File: src/verilog/mode_defaults_pkg.sv
package mode_defaults_pkg;

    typedef enum logic [4:0] {
        MODE_STANDBY  = 5'h01,
        MODE_NORMAL   = 5'h02,
        MODE_SLEEP    = 5'h04,
        MODE_OVERTEMP = 5'h08,
        MODE_RESET    = 5'h10
    } op_mode_t;

    localparam logic [2:0] OPM_STANDBY   = 3'h4;
    localparam logic [2:0] OPM_NORMAL    = 3'h7;
    localparam logic [2:0] OPM_SLEEP     = 3'h1;
    localparam logic [2:0] OPM_POWERON   = 3'h4;
    localparam logic [3:0] WDP_DEFAULT   = 4'h4;
    localparam logic [1:0] CNT_LIMIT     = 2'h3;
    localparam logic [4:0] SRC_POWERON   = 5'h00;
    localparam logic [4:0] SRC_OVERTEMP  = 5'h12;
    localparam logic [7:0] MASK_DEFAULT  = 8'hFF;
    localparam logic [7:0] BYTE_CLEAR    = 8'h00;
    localparam logic [3:0] DLC_CLEAR     = 4'h0;
    localparam int         MASK_BYTES    = 8;
    localparam int         SCRATCH_BYTES = 4;
    localparam int         ID_BYTES      = 4;

endpackage : mode_defaults_pkg

File: src/verilog/byte_bank.sv
`timescale 1ns/1ps
// Small byte store whose read data leave a register; reset loads every entry with INIT.
module byte_bank #(
    parameter int         DEPTH = 8,
    parameter logic [7:0] INIT  = 8'h00
) (
    input  wire logic                     sys_clk,
    input  wire logic                     rst_n,
    input  wire logic                     wrEn,
    input  wire logic [$clog2(DEPTH)-1:0] wrAddr,
    input  wire logic [7:0]               wrData,
    input  wire logic [$clog2(DEPTH)-1:0] rdAddr,
    output logic      [7:0]               rdData
);
    logic [7:0] mem [DEPTH];

    initial begin
        if (DEPTH < 2) begin
            $error("byte_bank depth must be at least two");
        end
    end

    always_ff @(posedge sys_clk) begin
        for (int i = 0; i < DEPTH; i++) begin
            if (!rst_n) begin
                mem[i] <= INIT;
            end else if (wrEn && wrAddr == i[$clog2(DEPTH)-1:0]) begin
                mem[i] <= wrData;
            end
        end
    end

    always_ff @(posedge sys_clk) begin
        if (!rst_n) begin
            rdData <= INIT;
        end else begin
            rdData <= mem[rdAddr];
        end
    end
endmodule : byte_bank

File: src/verilog/mode_dependent_register_defaults.sv
`timescale 1ns/1ps
// Notes on behaviour
// RULE1 - Mode field: 100 at power-on, Standby, Reset; 111 Normal; 001 Sleep.
// RULE2 - Normal status bit is 1 at power-on and cleared on entering Normal.
// RULE3 - Transceiver status shows live state only in Normal, else reads 0.
// RULE4 - Watchdog period reloads 0100 at power-on and on Overtemp or Reset entry.
// RULE5 - Limp-home clears at power-on; set after limp delay in Overtemp or Reset, or in Reset with counter 3.
// RULE6 - Reset counter clears at power-on and increments on each Reset entry.
// RULE7 - Reset source clears at power-on, loads 10010 on Overtemp, source on Reset.
// RULE8 - Power-on and system event flags set at power-on, kept on mode changes.
// RULE9 - Bus wake, overtemp, serial failure, supply flags clear at power-on, then kept.
// RULE10 - Event enable bits clear at power-on and keep host values thereafter.
// RULE11 - Four live status bits read 0 at power-on, then follow live conditions.
// RULE12 - Non-volatile ECC and programmed status always follow live conditions.
// RULE13 - Configuration fields always show the non-volatile stored values.
// RULE14 - Data byte masks start at all ones and keep host-written values.
// RULE15 - Scratch, identifier, CRC bytes and DLC clear at power-on, then kept.
// RULE16 - Data match set, config-ok and FD error cleared at power-on, then kept.
// RULE17 - Lock bits, IDE and decoder config clear at power-on, then kept.
// RULE18 - A host write coinciding with a mode entry is dropped; host must repeat.
// RULE19 - All mode-entry updates land in the cycle the new mode becomes active.
module mode_dependent_register_defaults
    import mode_defaults_pkg::*;
#(
    parameter int MASK_N    = mode_defaults_pkg::MASK_BYTES,
    parameter int SCRATCH_N = mode_defaults_pkg::SCRATCH_BYTES
) (
    input  wire logic                          sys_clk,
    input  wire logic                          rst_n,
    input  wire logic                          modeEntry,
    input  wire mode_defaults_pkg::op_mode_t   nextMode,
    input  wire logic                          limpDelayDone,
    input  wire logic [4:0]                    resetSource,
    input  wire logic                          liveTrx,
    input  wire logic                          liveOvertempWarn,
    input  wire logic                          liveForcedNormal,
    input  wire logic                          liveSoftwareDev,
    input  wire logic                          livePnConfig,
    input  wire logic                          liveNvEcc,
    input  wire logic                          liveNvProgrammed,
    input  wire logic                          nvForcedNormal,
    input  wire logic [1:0]                    nvResetLength,
    input  wire logic                          nvSoftwareDev,
    input  wire logic                          nvSleepControl,
    input  wire logic                          evBusWake,
    input  wire logic                          evOvertempWarn,
    input  wire logic                          evSerialFail,
    input  wire logic                          evSupply,
    input  wire logic                          evClear,
    input  wire logic                          wrWatchdog,
    input  wire logic [3:0]                    wrWatchdogData,
    input  wire logic                          wrEnables,
    input  wire logic [2:0]                    wrEnablesData,
    input  wire logic                          wrMask,
    input  wire logic [$clog2(MASK_N)-1:0]     maskAddr,
    input  wire logic                          wrScratch,
    input  wire logic [$clog2(SCRATCH_N)-1:0]  scratchAddr,
    input  wire logic                          wrFrame,
    input  wire logic [7:0]                    wrData,
    input  wire logic [1:0]                    idAddr,
    input  wire logic                          wrMisc,
    input  wire logic [5:0]                    wrMiscData,
    output logic      [2:0]                    operating_mode_field,
    output logic                               normal_mode_status,
    output logic                               trxStatus,
    output logic      [3:0]                    watchdog_period_field,
    output logic                               limp_home_control,
    output logic      [1:0]                    reset_counter,
    output logic      [4:0]                    reset_source_status,
    output logic                               power_on_flag,
    output logic                               system_event_summary,
    output logic                               bus_wake_flag,
    output logic                               overtemp_warning_flag,
    output logic                               serial_failure_flag,
    output logic                               supply_event_summary,
    output logic                               bus_wake_enable,
    output logic                               overtemp_warning_enable,
    output logic                               serial_failure_enable,
    output logic                               overtemp_warning_status,
    output logic                               forced_normal_status,
    output logic                               software_dev_status,
    output logic                               pn_config_status,
    output logic                               nv_ecc_status,
    output logic                               nv_programmed_status,
    output logic                               forced_normal_config,
    output logic      [1:0]                    reset_length_config,
    output logic                               software_dev_config,
    output logic                               sleep_control_config,
    output logic      [7:0]                    data_byte_mask,
    output logic      [7:0]                    scratch_memory_byte,
    output logic      [7:0]                    frame_id_byte,
    output logic      [7:0]                    nv_crc_value,
    output logic      [3:0]                    frameDlc,
    output logic                               frameIde,
    output logic                               pn_data_match_bit,
    output logic                               pn_config_ok,
    output logic                               pn_fd_error_flag,
    output logic      [1:0]                    lock_control,
    output logic                               pn_decoder_config
);
    import mode_defaults_pkg::*;

    initial begin
        if (MASK_N < 2 || SCRATCH_N < 2) begin
            $error("mask and scratch banks need at least two bytes");
        end
    end

    op_mode_t   mode;
    logic       hostOk;
    logic [7:0] idBytes [ID_BYTES];
    op_mode_t   nowMode;

    // Host writes landing with a mode entry are lost on purpose, so entry values win.
    assign hostOk = !modeEntry; // RULE18

    // The live bit follows the mode being entered, so it changes with the mode field.
    assign nowMode = modeEntry ? nextMode : mode; // RULE19

    always_ff @(posedge sys_clk) begin
        if (!rst_n) begin
            mode <= MODE_STANDBY;
        end else if (modeEntry) begin
            mode <= nextMode;
        end
    end

    // Every entry effect is applied on the same edge that updates mode.
    always_ff @(posedge sys_clk) begin
        if (!rst_n) begin
            operating_mode_field <= OPM_POWERON; // RULE1
            normal_mode_status   <= 1'b1; // RULE2
            reset_counter        <= 2'h0; // RULE6
            reset_source_status  <= SRC_POWERON; // RULE7
        end else if (modeEntry) begin // RULE19
            case (nextMode)
                MODE_STANDBY: begin
                    operating_mode_field <= OPM_STANDBY; // RULE1
                end
                MODE_NORMAL: begin
                    operating_mode_field <= OPM_NORMAL; // RULE1
                    normal_mode_status   <= 1'b0; // RULE2
                end
                MODE_SLEEP: begin
                    operating_mode_field <= OPM_SLEEP; // RULE1
                end
                MODE_OVERTEMP: begin
                    reset_source_status <= SRC_OVERTEMP; // RULE7
                end
                MODE_RESET: begin
                    operating_mode_field <= OPM_STANDBY; // RULE1
                    reset_counter        <= reset_counter + 2'h1; // RULE6
                    reset_source_status  <= resetSource; // RULE7
                end
                default: begin
                end
            endcase
        end
    end

    always_ff @(posedge sys_clk) begin
        if (!rst_n) begin
            watchdog_period_field <= WDP_DEFAULT; // RULE4
        end else if (modeEntry && (nextMode == MODE_OVERTEMP || nextMode == MODE_RESET)) begin
            watchdog_period_field <= WDP_DEFAULT; // RULE4
        end else if (wrWatchdog && hostOk) begin
            watchdog_period_field <= wrWatchdogData;
        end
    end

    // The counter is compared after the Reset entry has incremented it.
    always_ff @(posedge sys_clk) begin
        if (!rst_n) begin
            limp_home_control <= 1'b0; // RULE5
        end else if (mode == MODE_OVERTEMP && limpDelayDone) begin
            limp_home_control <= 1'b1; // RULE5
        end else if (mode == MODE_RESET && (limpDelayDone || reset_counter == CNT_LIMIT)) begin
            limp_home_control <= 1'b1; // RULE5
        end
    end

    always_ff @(posedge sys_clk) begin
        if (!rst_n) begin
            trxStatus               <= 1'b0;
            overtemp_warning_status <= 1'b0;
            forced_normal_status    <= 1'b0;
            software_dev_status     <= 1'b0;
            pn_config_status        <= 1'b0;
        end else begin
            trxStatus               <= (nowMode == MODE_NORMAL) && liveTrx; // RULE3
            overtemp_warning_status <= liveOvertempWarn; // RULE11
            forced_normal_status    <= liveForcedNormal; // RULE11
            software_dev_status     <= liveSoftwareDev; // RULE11
            pn_config_status        <= livePnConfig; // RULE11
        end
    end

    // These follow live sources with no reset override, as they mirror the store.
    always_ff @(posedge sys_clk) begin
        nv_ecc_status        <= liveNvEcc; // RULE12
        nv_programmed_status <= liveNvProgrammed; // RULE12
        forced_normal_config <= nvForcedNormal; // RULE13
        reset_length_config  <= nvResetLength; // RULE13
        software_dev_config  <= nvSoftwareDev; // RULE13
        sleep_control_config <= nvSleepControl; // RULE13
    end

    // Event set wins over a host clear in the same cycle.
    always_ff @(posedge sys_clk) begin
        if (!rst_n) begin
            power_on_flag         <= 1'b1; // RULE8
            system_event_summary  <= 1'b1; // RULE8
            bus_wake_flag         <= 1'b0; // RULE9
            overtemp_warning_flag <= 1'b0; // RULE9
            serial_failure_flag   <= 1'b0; // RULE9
            supply_event_summary  <= 1'b0; // RULE9
        end else begin
            power_on_flag         <= power_on_flag && !(evClear && hostOk);
            system_event_summary  <= evOvertempWarn || evSerialFail
                                     || (system_event_summary && !(evClear && hostOk));
            bus_wake_flag         <= evBusWake || (bus_wake_flag && !(evClear && hostOk));
            overtemp_warning_flag <= evOvertempWarn
                                     || (overtemp_warning_flag && !(evClear && hostOk));
            serial_failure_flag   <= evSerialFail
                                     || (serial_failure_flag && !(evClear && hostOk));
            supply_event_summary  <= evSupply
                                     || (supply_event_summary && !(evClear && hostOk));
        end
    end

    always_ff @(posedge sys_clk) begin
        if (!rst_n) begin
            bus_wake_enable         <= 1'b0; // RULE10
            overtemp_warning_enable <= 1'b0; // RULE10
            serial_failure_enable   <= 1'b0; // RULE10
        end else if (wrEnables && hostOk) begin
            bus_wake_enable         <= wrEnablesData[0]; // RULE10
            overtemp_warning_enable <= wrEnablesData[1];
            serial_failure_enable   <= wrEnablesData[2];
        end
    end

    byte_bank #(.DEPTH(MASK_N), .INIT(MASK_DEFAULT)) maskBank ( // RULE14
        .sys_clk (sys_clk),
        .rst_n   (rst_n),
        .wrEn    (wrMask && hostOk),
        .wrAddr  (maskAddr),
        .wrData  (wrData),
        .rdAddr  (maskAddr),
        .rdData  (data_byte_mask)
    );

    byte_bank #(.DEPTH(SCRATCH_N), .INIT(BYTE_CLEAR)) scratchBank ( // RULE15
        .sys_clk (sys_clk),
        .rst_n   (rst_n),
        .wrEn    (wrScratch && hostOk),
        .wrAddr  (scratchAddr),
        .wrData  (wrData),
        .rdAddr  (scratchAddr),
        .rdData  (scratch_memory_byte)
    );

    always_ff @(posedge sys_clk) begin
        for (int i = 0; i < ID_BYTES; i++) begin
            if (!rst_n) begin
                idBytes[i] <= BYTE_CLEAR; // RULE15
            end else if (wrFrame && hostOk && idAddr == i[1:0]) begin
                idBytes[i] <= wrData;
            end
        end
    end

    always_ff @(posedge sys_clk) begin
        if (!rst_n) begin
            frame_id_byte <= BYTE_CLEAR;
        end else begin
            frame_id_byte <= idBytes[idAddr];
        end
    end

    always_ff @(posedge sys_clk) begin
        if (!rst_n) begin
            nv_crc_value      <= BYTE_CLEAR; // RULE15
            frameDlc          <= DLC_CLEAR; // RULE15
            frameIde          <= 1'b0; // RULE17
            pn_data_match_bit <= 1'b1; // RULE16
            pn_config_ok      <= 1'b0; // RULE16
            pn_fd_error_flag  <= 1'b0; // RULE16
            lock_control      <= 2'h0; // RULE17
            pn_decoder_config <= 1'b0; // RULE17
        end else if (wrMisc && hostOk) begin
            frameDlc          <= wrMiscData[3:0];
            frameIde          <= wrMiscData[4];
            pn_data_match_bit <= wrMiscData[5];
            nv_crc_value      <= wrData;
            lock_control      <= wrMiscData[1:0];
            pn_decoder_config <= wrMiscData[2];
            pn_config_ok      <= wrMiscData[3];
            pn_fd_error_flag  <= pn_fd_error_flag && !wrMiscData[4];
        end
    end
endmodule : mode_dependent_register_defaults

File: config.mk
export PLATFORM = sky130hd
export DESIGN_NAME = mode_dependent_register_defaults
export DESIGN_NICKNAME = d
export VERILOG_FILES = /design/src/verilog/mode_defaults_pkg.sv /design/src/verilog/byte_bank.sv /design/src/verilog/mode_dependent_register_defaults.sv
export SDC_FILE = /design/constraint.sdc
export NUM_CORES = 1
export LEC_CHECK = 0
export ABC_AREA = 1
export BUFFER_PORTS_ARGS = -buffer_cell sky130_fd_sc_hd__buf_2
export CORE_ASPECT_RATIO = 1.1
export CORE_MARGIN = 3
export CORE_UTILIZATION = 55
export CTS_BUF_LIST = sky130_fd_sc_hd__clkbuf_4 sky130_fd_sc_hd__clkbuf_8 sky130_fd_sc_hd__clkbuf_16
export DETAILED_ROUTE_END_ITERATION = 8
export MAX_ROUTING_LAYER = met4
export PLACE_DENSITY = 0.78
export SLEW_MARGIN = 5
export SYNTH_ARGS = -nofsm -noshare
export SYNTH_HDL_FRONTEND = slang
export SYNTH_HIERARCHICAL = 1
export SYNTH_SLANG_ARGS = --single-unit
File: constraint.sdc
create_clock -name sys_clk -period 3.5 [get_ports sys_clk]
set_clock_uncertainty 0.2 [all_clocks]
set_input_delay 0.175 -clock sys_clk [delete_from_list [all_inputs] [get_ports sys_clk]]
set_output_delay 0.175 -clock sys_clk [all_outputs]
set_load 0.01 [all_outputs]
==> reports/qor.txt <==
Buf/Inv on CP -> 5
initial core utilization -> 57.6%
fraction of layout cells with a size suffix above 1 -> 18.8%
maximum fanout along the worst path -> 14
CTS tree -> built
final WL -> 23200 um
maximum clock path buffer count -> 3
GR Util All Layers -> 27.7%
outcome -> finished, final reports clean
Pleak -> 4.71 nW
met3 Track Usage GR -> 4.36%
Die Height -> 136 um
met1 GRT Util -> 32.8%
Critical Path Start Type -> input port
row count -> 46
Inserted Clock Buffers -> 21
Main synth FF type -> edfxtp_1
largest net degree at the start of global routing -> 42
VDD IR max -> 0.353 mV
Slew HR -> 25.1%
Power Dens Cells -> 519 nW/um2
Core Area -> 14700 um2
Via Count -> 7140
Final min period -> 2920 ps
Pins Over Slew Limit -> 0
placed insts -> 1177
CP max-delay cell -> dlygate4sd3_1
EDFF count, synth -> 128
Comb power frac -> 9.8%
utilization after layout -> 73.1%
CP dominant cell by count -> dlygate4sd3_1
Avg Vias per Cell -> 5.51
ANT cells -> 0
Post-Syn Area -> 8480 um2
reg-to-reg setup timing slack -> 1370 ps
P_sw -> 1.32 mW
WP data arrival -> 3150 ps
total negative slack -> 0 ps
max-cap violations -> 0
post-synth cell types -> 30
WHS -> 18.5 ps
first-pass GRT wire length -> 36400 um
RSZ-0062 raised after global routing -> no
Final Cycle Share -> 83.4%
met2 GRT Util -> 48.4%
Syn Inst Count -> 872
R2R cell count -> 7
IO Pins -> 145
RD Place Congestion -> 0.832
crit end category -> flip-flop
Finish-stage setup viols -> 0
syn_nets -> 938
busiest grt layer -> met2
FF-to-FF Start -> mode[4]
FFs w/ async S/R, synth -> 0%
HPWL after detailed placement -> 13600 um
post-route ant nets -> 0
initial antenna violation count -> 0
Min-Delay Endpoint -> frame_id_byte[0]
sw frac -> 23.6%
H-tree lvl count -> 1
Int Pwr -> 4.27 mW
IO Port Bufs -> 144
Yosys top cell by area -> edfxtp_1
DRT iter0 DRCs -> 713
Root Buffer -> clkbuf_16
Setup Fix Bufs, Post-CTS -> 0
Crit path required time -> 3730 ps
Pre-antenna DRT Iters -> 6
Final Hold Violating Endpoints -> 0
critical path type -> input port to flip-flop
fmax -> 343 MHz
fin worst setup slack -> 581 ps
Non-Filler Instances -> 1297
Synth Register Bits -> 209
grt total ovfl -> 0
ranking of synthesized cells by area -> edfxtp_1 45%, dfxtp_1 19%, nand2_1 9.7%
worst skew pair latency -> 490 ps
HP Class -> input port to flip-flop
Slew @ Worst Pin -> 1110 ps
Flop pwr share -> 50.3%
final net count -> 1157
full die area -> 16900 um2
synth cell count leaders -> 219 x nand2_1, 128 x edfxtp_1, 106 x nand3_1
clock power share -> 39.9%
Resized Gates After CTS -> 0
DRC -> 0
min-delay src -> idAddr[1]
CP cell instances -> dlygate4sd3_1 -> buf_2 -> nand2_1 -> dlygate4sd3_1 -> a21oi_1 -> nand3_1 -> dlygate4sd3_1 -> nor2_1 -> dlygate4sd3_1
WHS Path Cells -> 4
CTS sink cnt -> 209
Crit path max-delay family -> buffers and inverters
Die Wd -> 124 um
syn avg cell area -> 9.73 um2
Crit Reg-Reg Endpoint -> trxStatus
max incr delay on CP -> 570 ps
Seq/Total Area, Yosys -> 64.4%
area share of the largest cell type after synthesis -> 45.3%
total number of yosys warnings -> 6
top-count cell post-synth -> nand2_1
area grow syn2layout -> 27.0%
vias in the first global route -> 7092
Routed WL per cell -> 17.9 um
Reg clk slew, reported paths -> 60 ps
DP Worst Slack -> 1090 ps
==> power groups by stage <==
| stage | sequential, mW | clock, mW | combinational, mW |
|---|---|---|---|
| 5_1_grt | 2.83 | 2.33 | 0.596 |
| 3_5_place_dp | 2.86 | 0 | 0.455 |
| 2_1_floorplan | 2.88 | 0 | 0.256 |
| 4_1_cts | 2.81 | 2.24 | 0.528 |
| 3_3_place_gp | 2.85 | 0 | 0.444 |
| 6_report | 2.81 | 2.23 | 0.547 |
==> cells in the final DEF, fill, tap and decap left out, drive strengths merged <==
master,Yosys,layout
bufinv,0,1
edfxtp,128,128
inv,93,95
mux2i,2,2
dfxtp,81,81
o21a,1,1
clkbuf,3,26
a31oi,1,1
o2111ai,1,1
buf,31,147
clkinv,2,9
o21ai,23,23
a21oi,38,38
ha,1,1
dlygate4sd3,0,83
a22oi,16,16
nand2,222,222
nor3,4,4
nand3,107,107
nand4,8,8
nor2,109,109
a21boi,1,1
clkinvlp,0,1
==> logic make-up (layout without fill, tap and decap cells) <==
group	count (synthesis)	count (layout)	synth area share (%)
muxes	2	2	0.236
AOI/OAI and AO/OA	81	81	5.37
buffers and inverters	129	362	6.79
and+or+nand+nor	450	450	23.0
DFF	209	209	64.4
adders and majority gates	1	1	0.148
==> per-stage QoR <==
stage	total power, mW	cell area, um2
global route	5.76	10800
detailed placement	3.31	9250
floorplan	3.13	8480
global placement	3.30	9250
finish	5.59	10800
CTS	5.58	10800
==> worst max path at each step <==
| stage | start | end | slack, ps | cells past startpoint |
|---|---|---|---|---|
| finish | modeEntry | trxStatus | 580 | 9 |
| global route | modeEntry | trxStatus | 450 | 9 |
| CTS | modeEntry | trxStatus | 650 | 9 |
| detailed placement | modeEntry | maskBank/mem[5][3] | 1090 | 4 |
| global placement | modeEntry | maskBank/mem[5][1] | 1190 | 4 |
| floorplan | modeEntry | maskBank/mem[5][0] | 1560 | 4 |
==> state kept, by name (all words and copies together), names as in the netlist, 3 cells and up <==
| register | flops |
|---|---|
| frameDlc | 4 |
| maskBank/rdData | 8 |
| nv_crc_value | 8 |
| mode | 5 |
| maskBank/mem | 64 |
| reset_source_status | 5 |
| scratchBank/rdData | 8 |
| scratchBank/mem | 32 |
| frame_id_byte | 8 |
| watchdog_period_field | 4 |
| operating_mode_field | 3 |
| idBytes | 32 |
==> layer usage <==
metal | part of all wire, % | vias up
met3 | 7.3 | 71
met1 | 38 | 3381
li1 | - | 3320
met2 | 52 | 368
met4 | 3.3 | 0
met5 | 0 | -
==> worst register-to-register path: cells and delay by family, from the launching register on <==
family                 cells  cell delay (ps)
AO/OA/AOI/OAI              1              160
buffers and inverters      4             1210
flip-flops                 1              330
AND/OR/NAND/NOR            2              120
==> cell type report <==
type | instances | area [um2]
sequential | 209 | 5470
tap | 192 | 240
timing repair buffer | 230 | 1570
multi-input combinational | 534 | 2440
clock inverter | 11 | 85.1
fill | 1046 | 3960
inverter | 95 | 362
clock buffer | 26 | 604
==> timing repair <==
item / CTS / global route
endpoints found under the setup margin: 0 / 0
hold buffers: 83 / 0
endpoints found under the hold margin: 133 / 0
No activity file was read; power rests on OpenSTA's default activity.
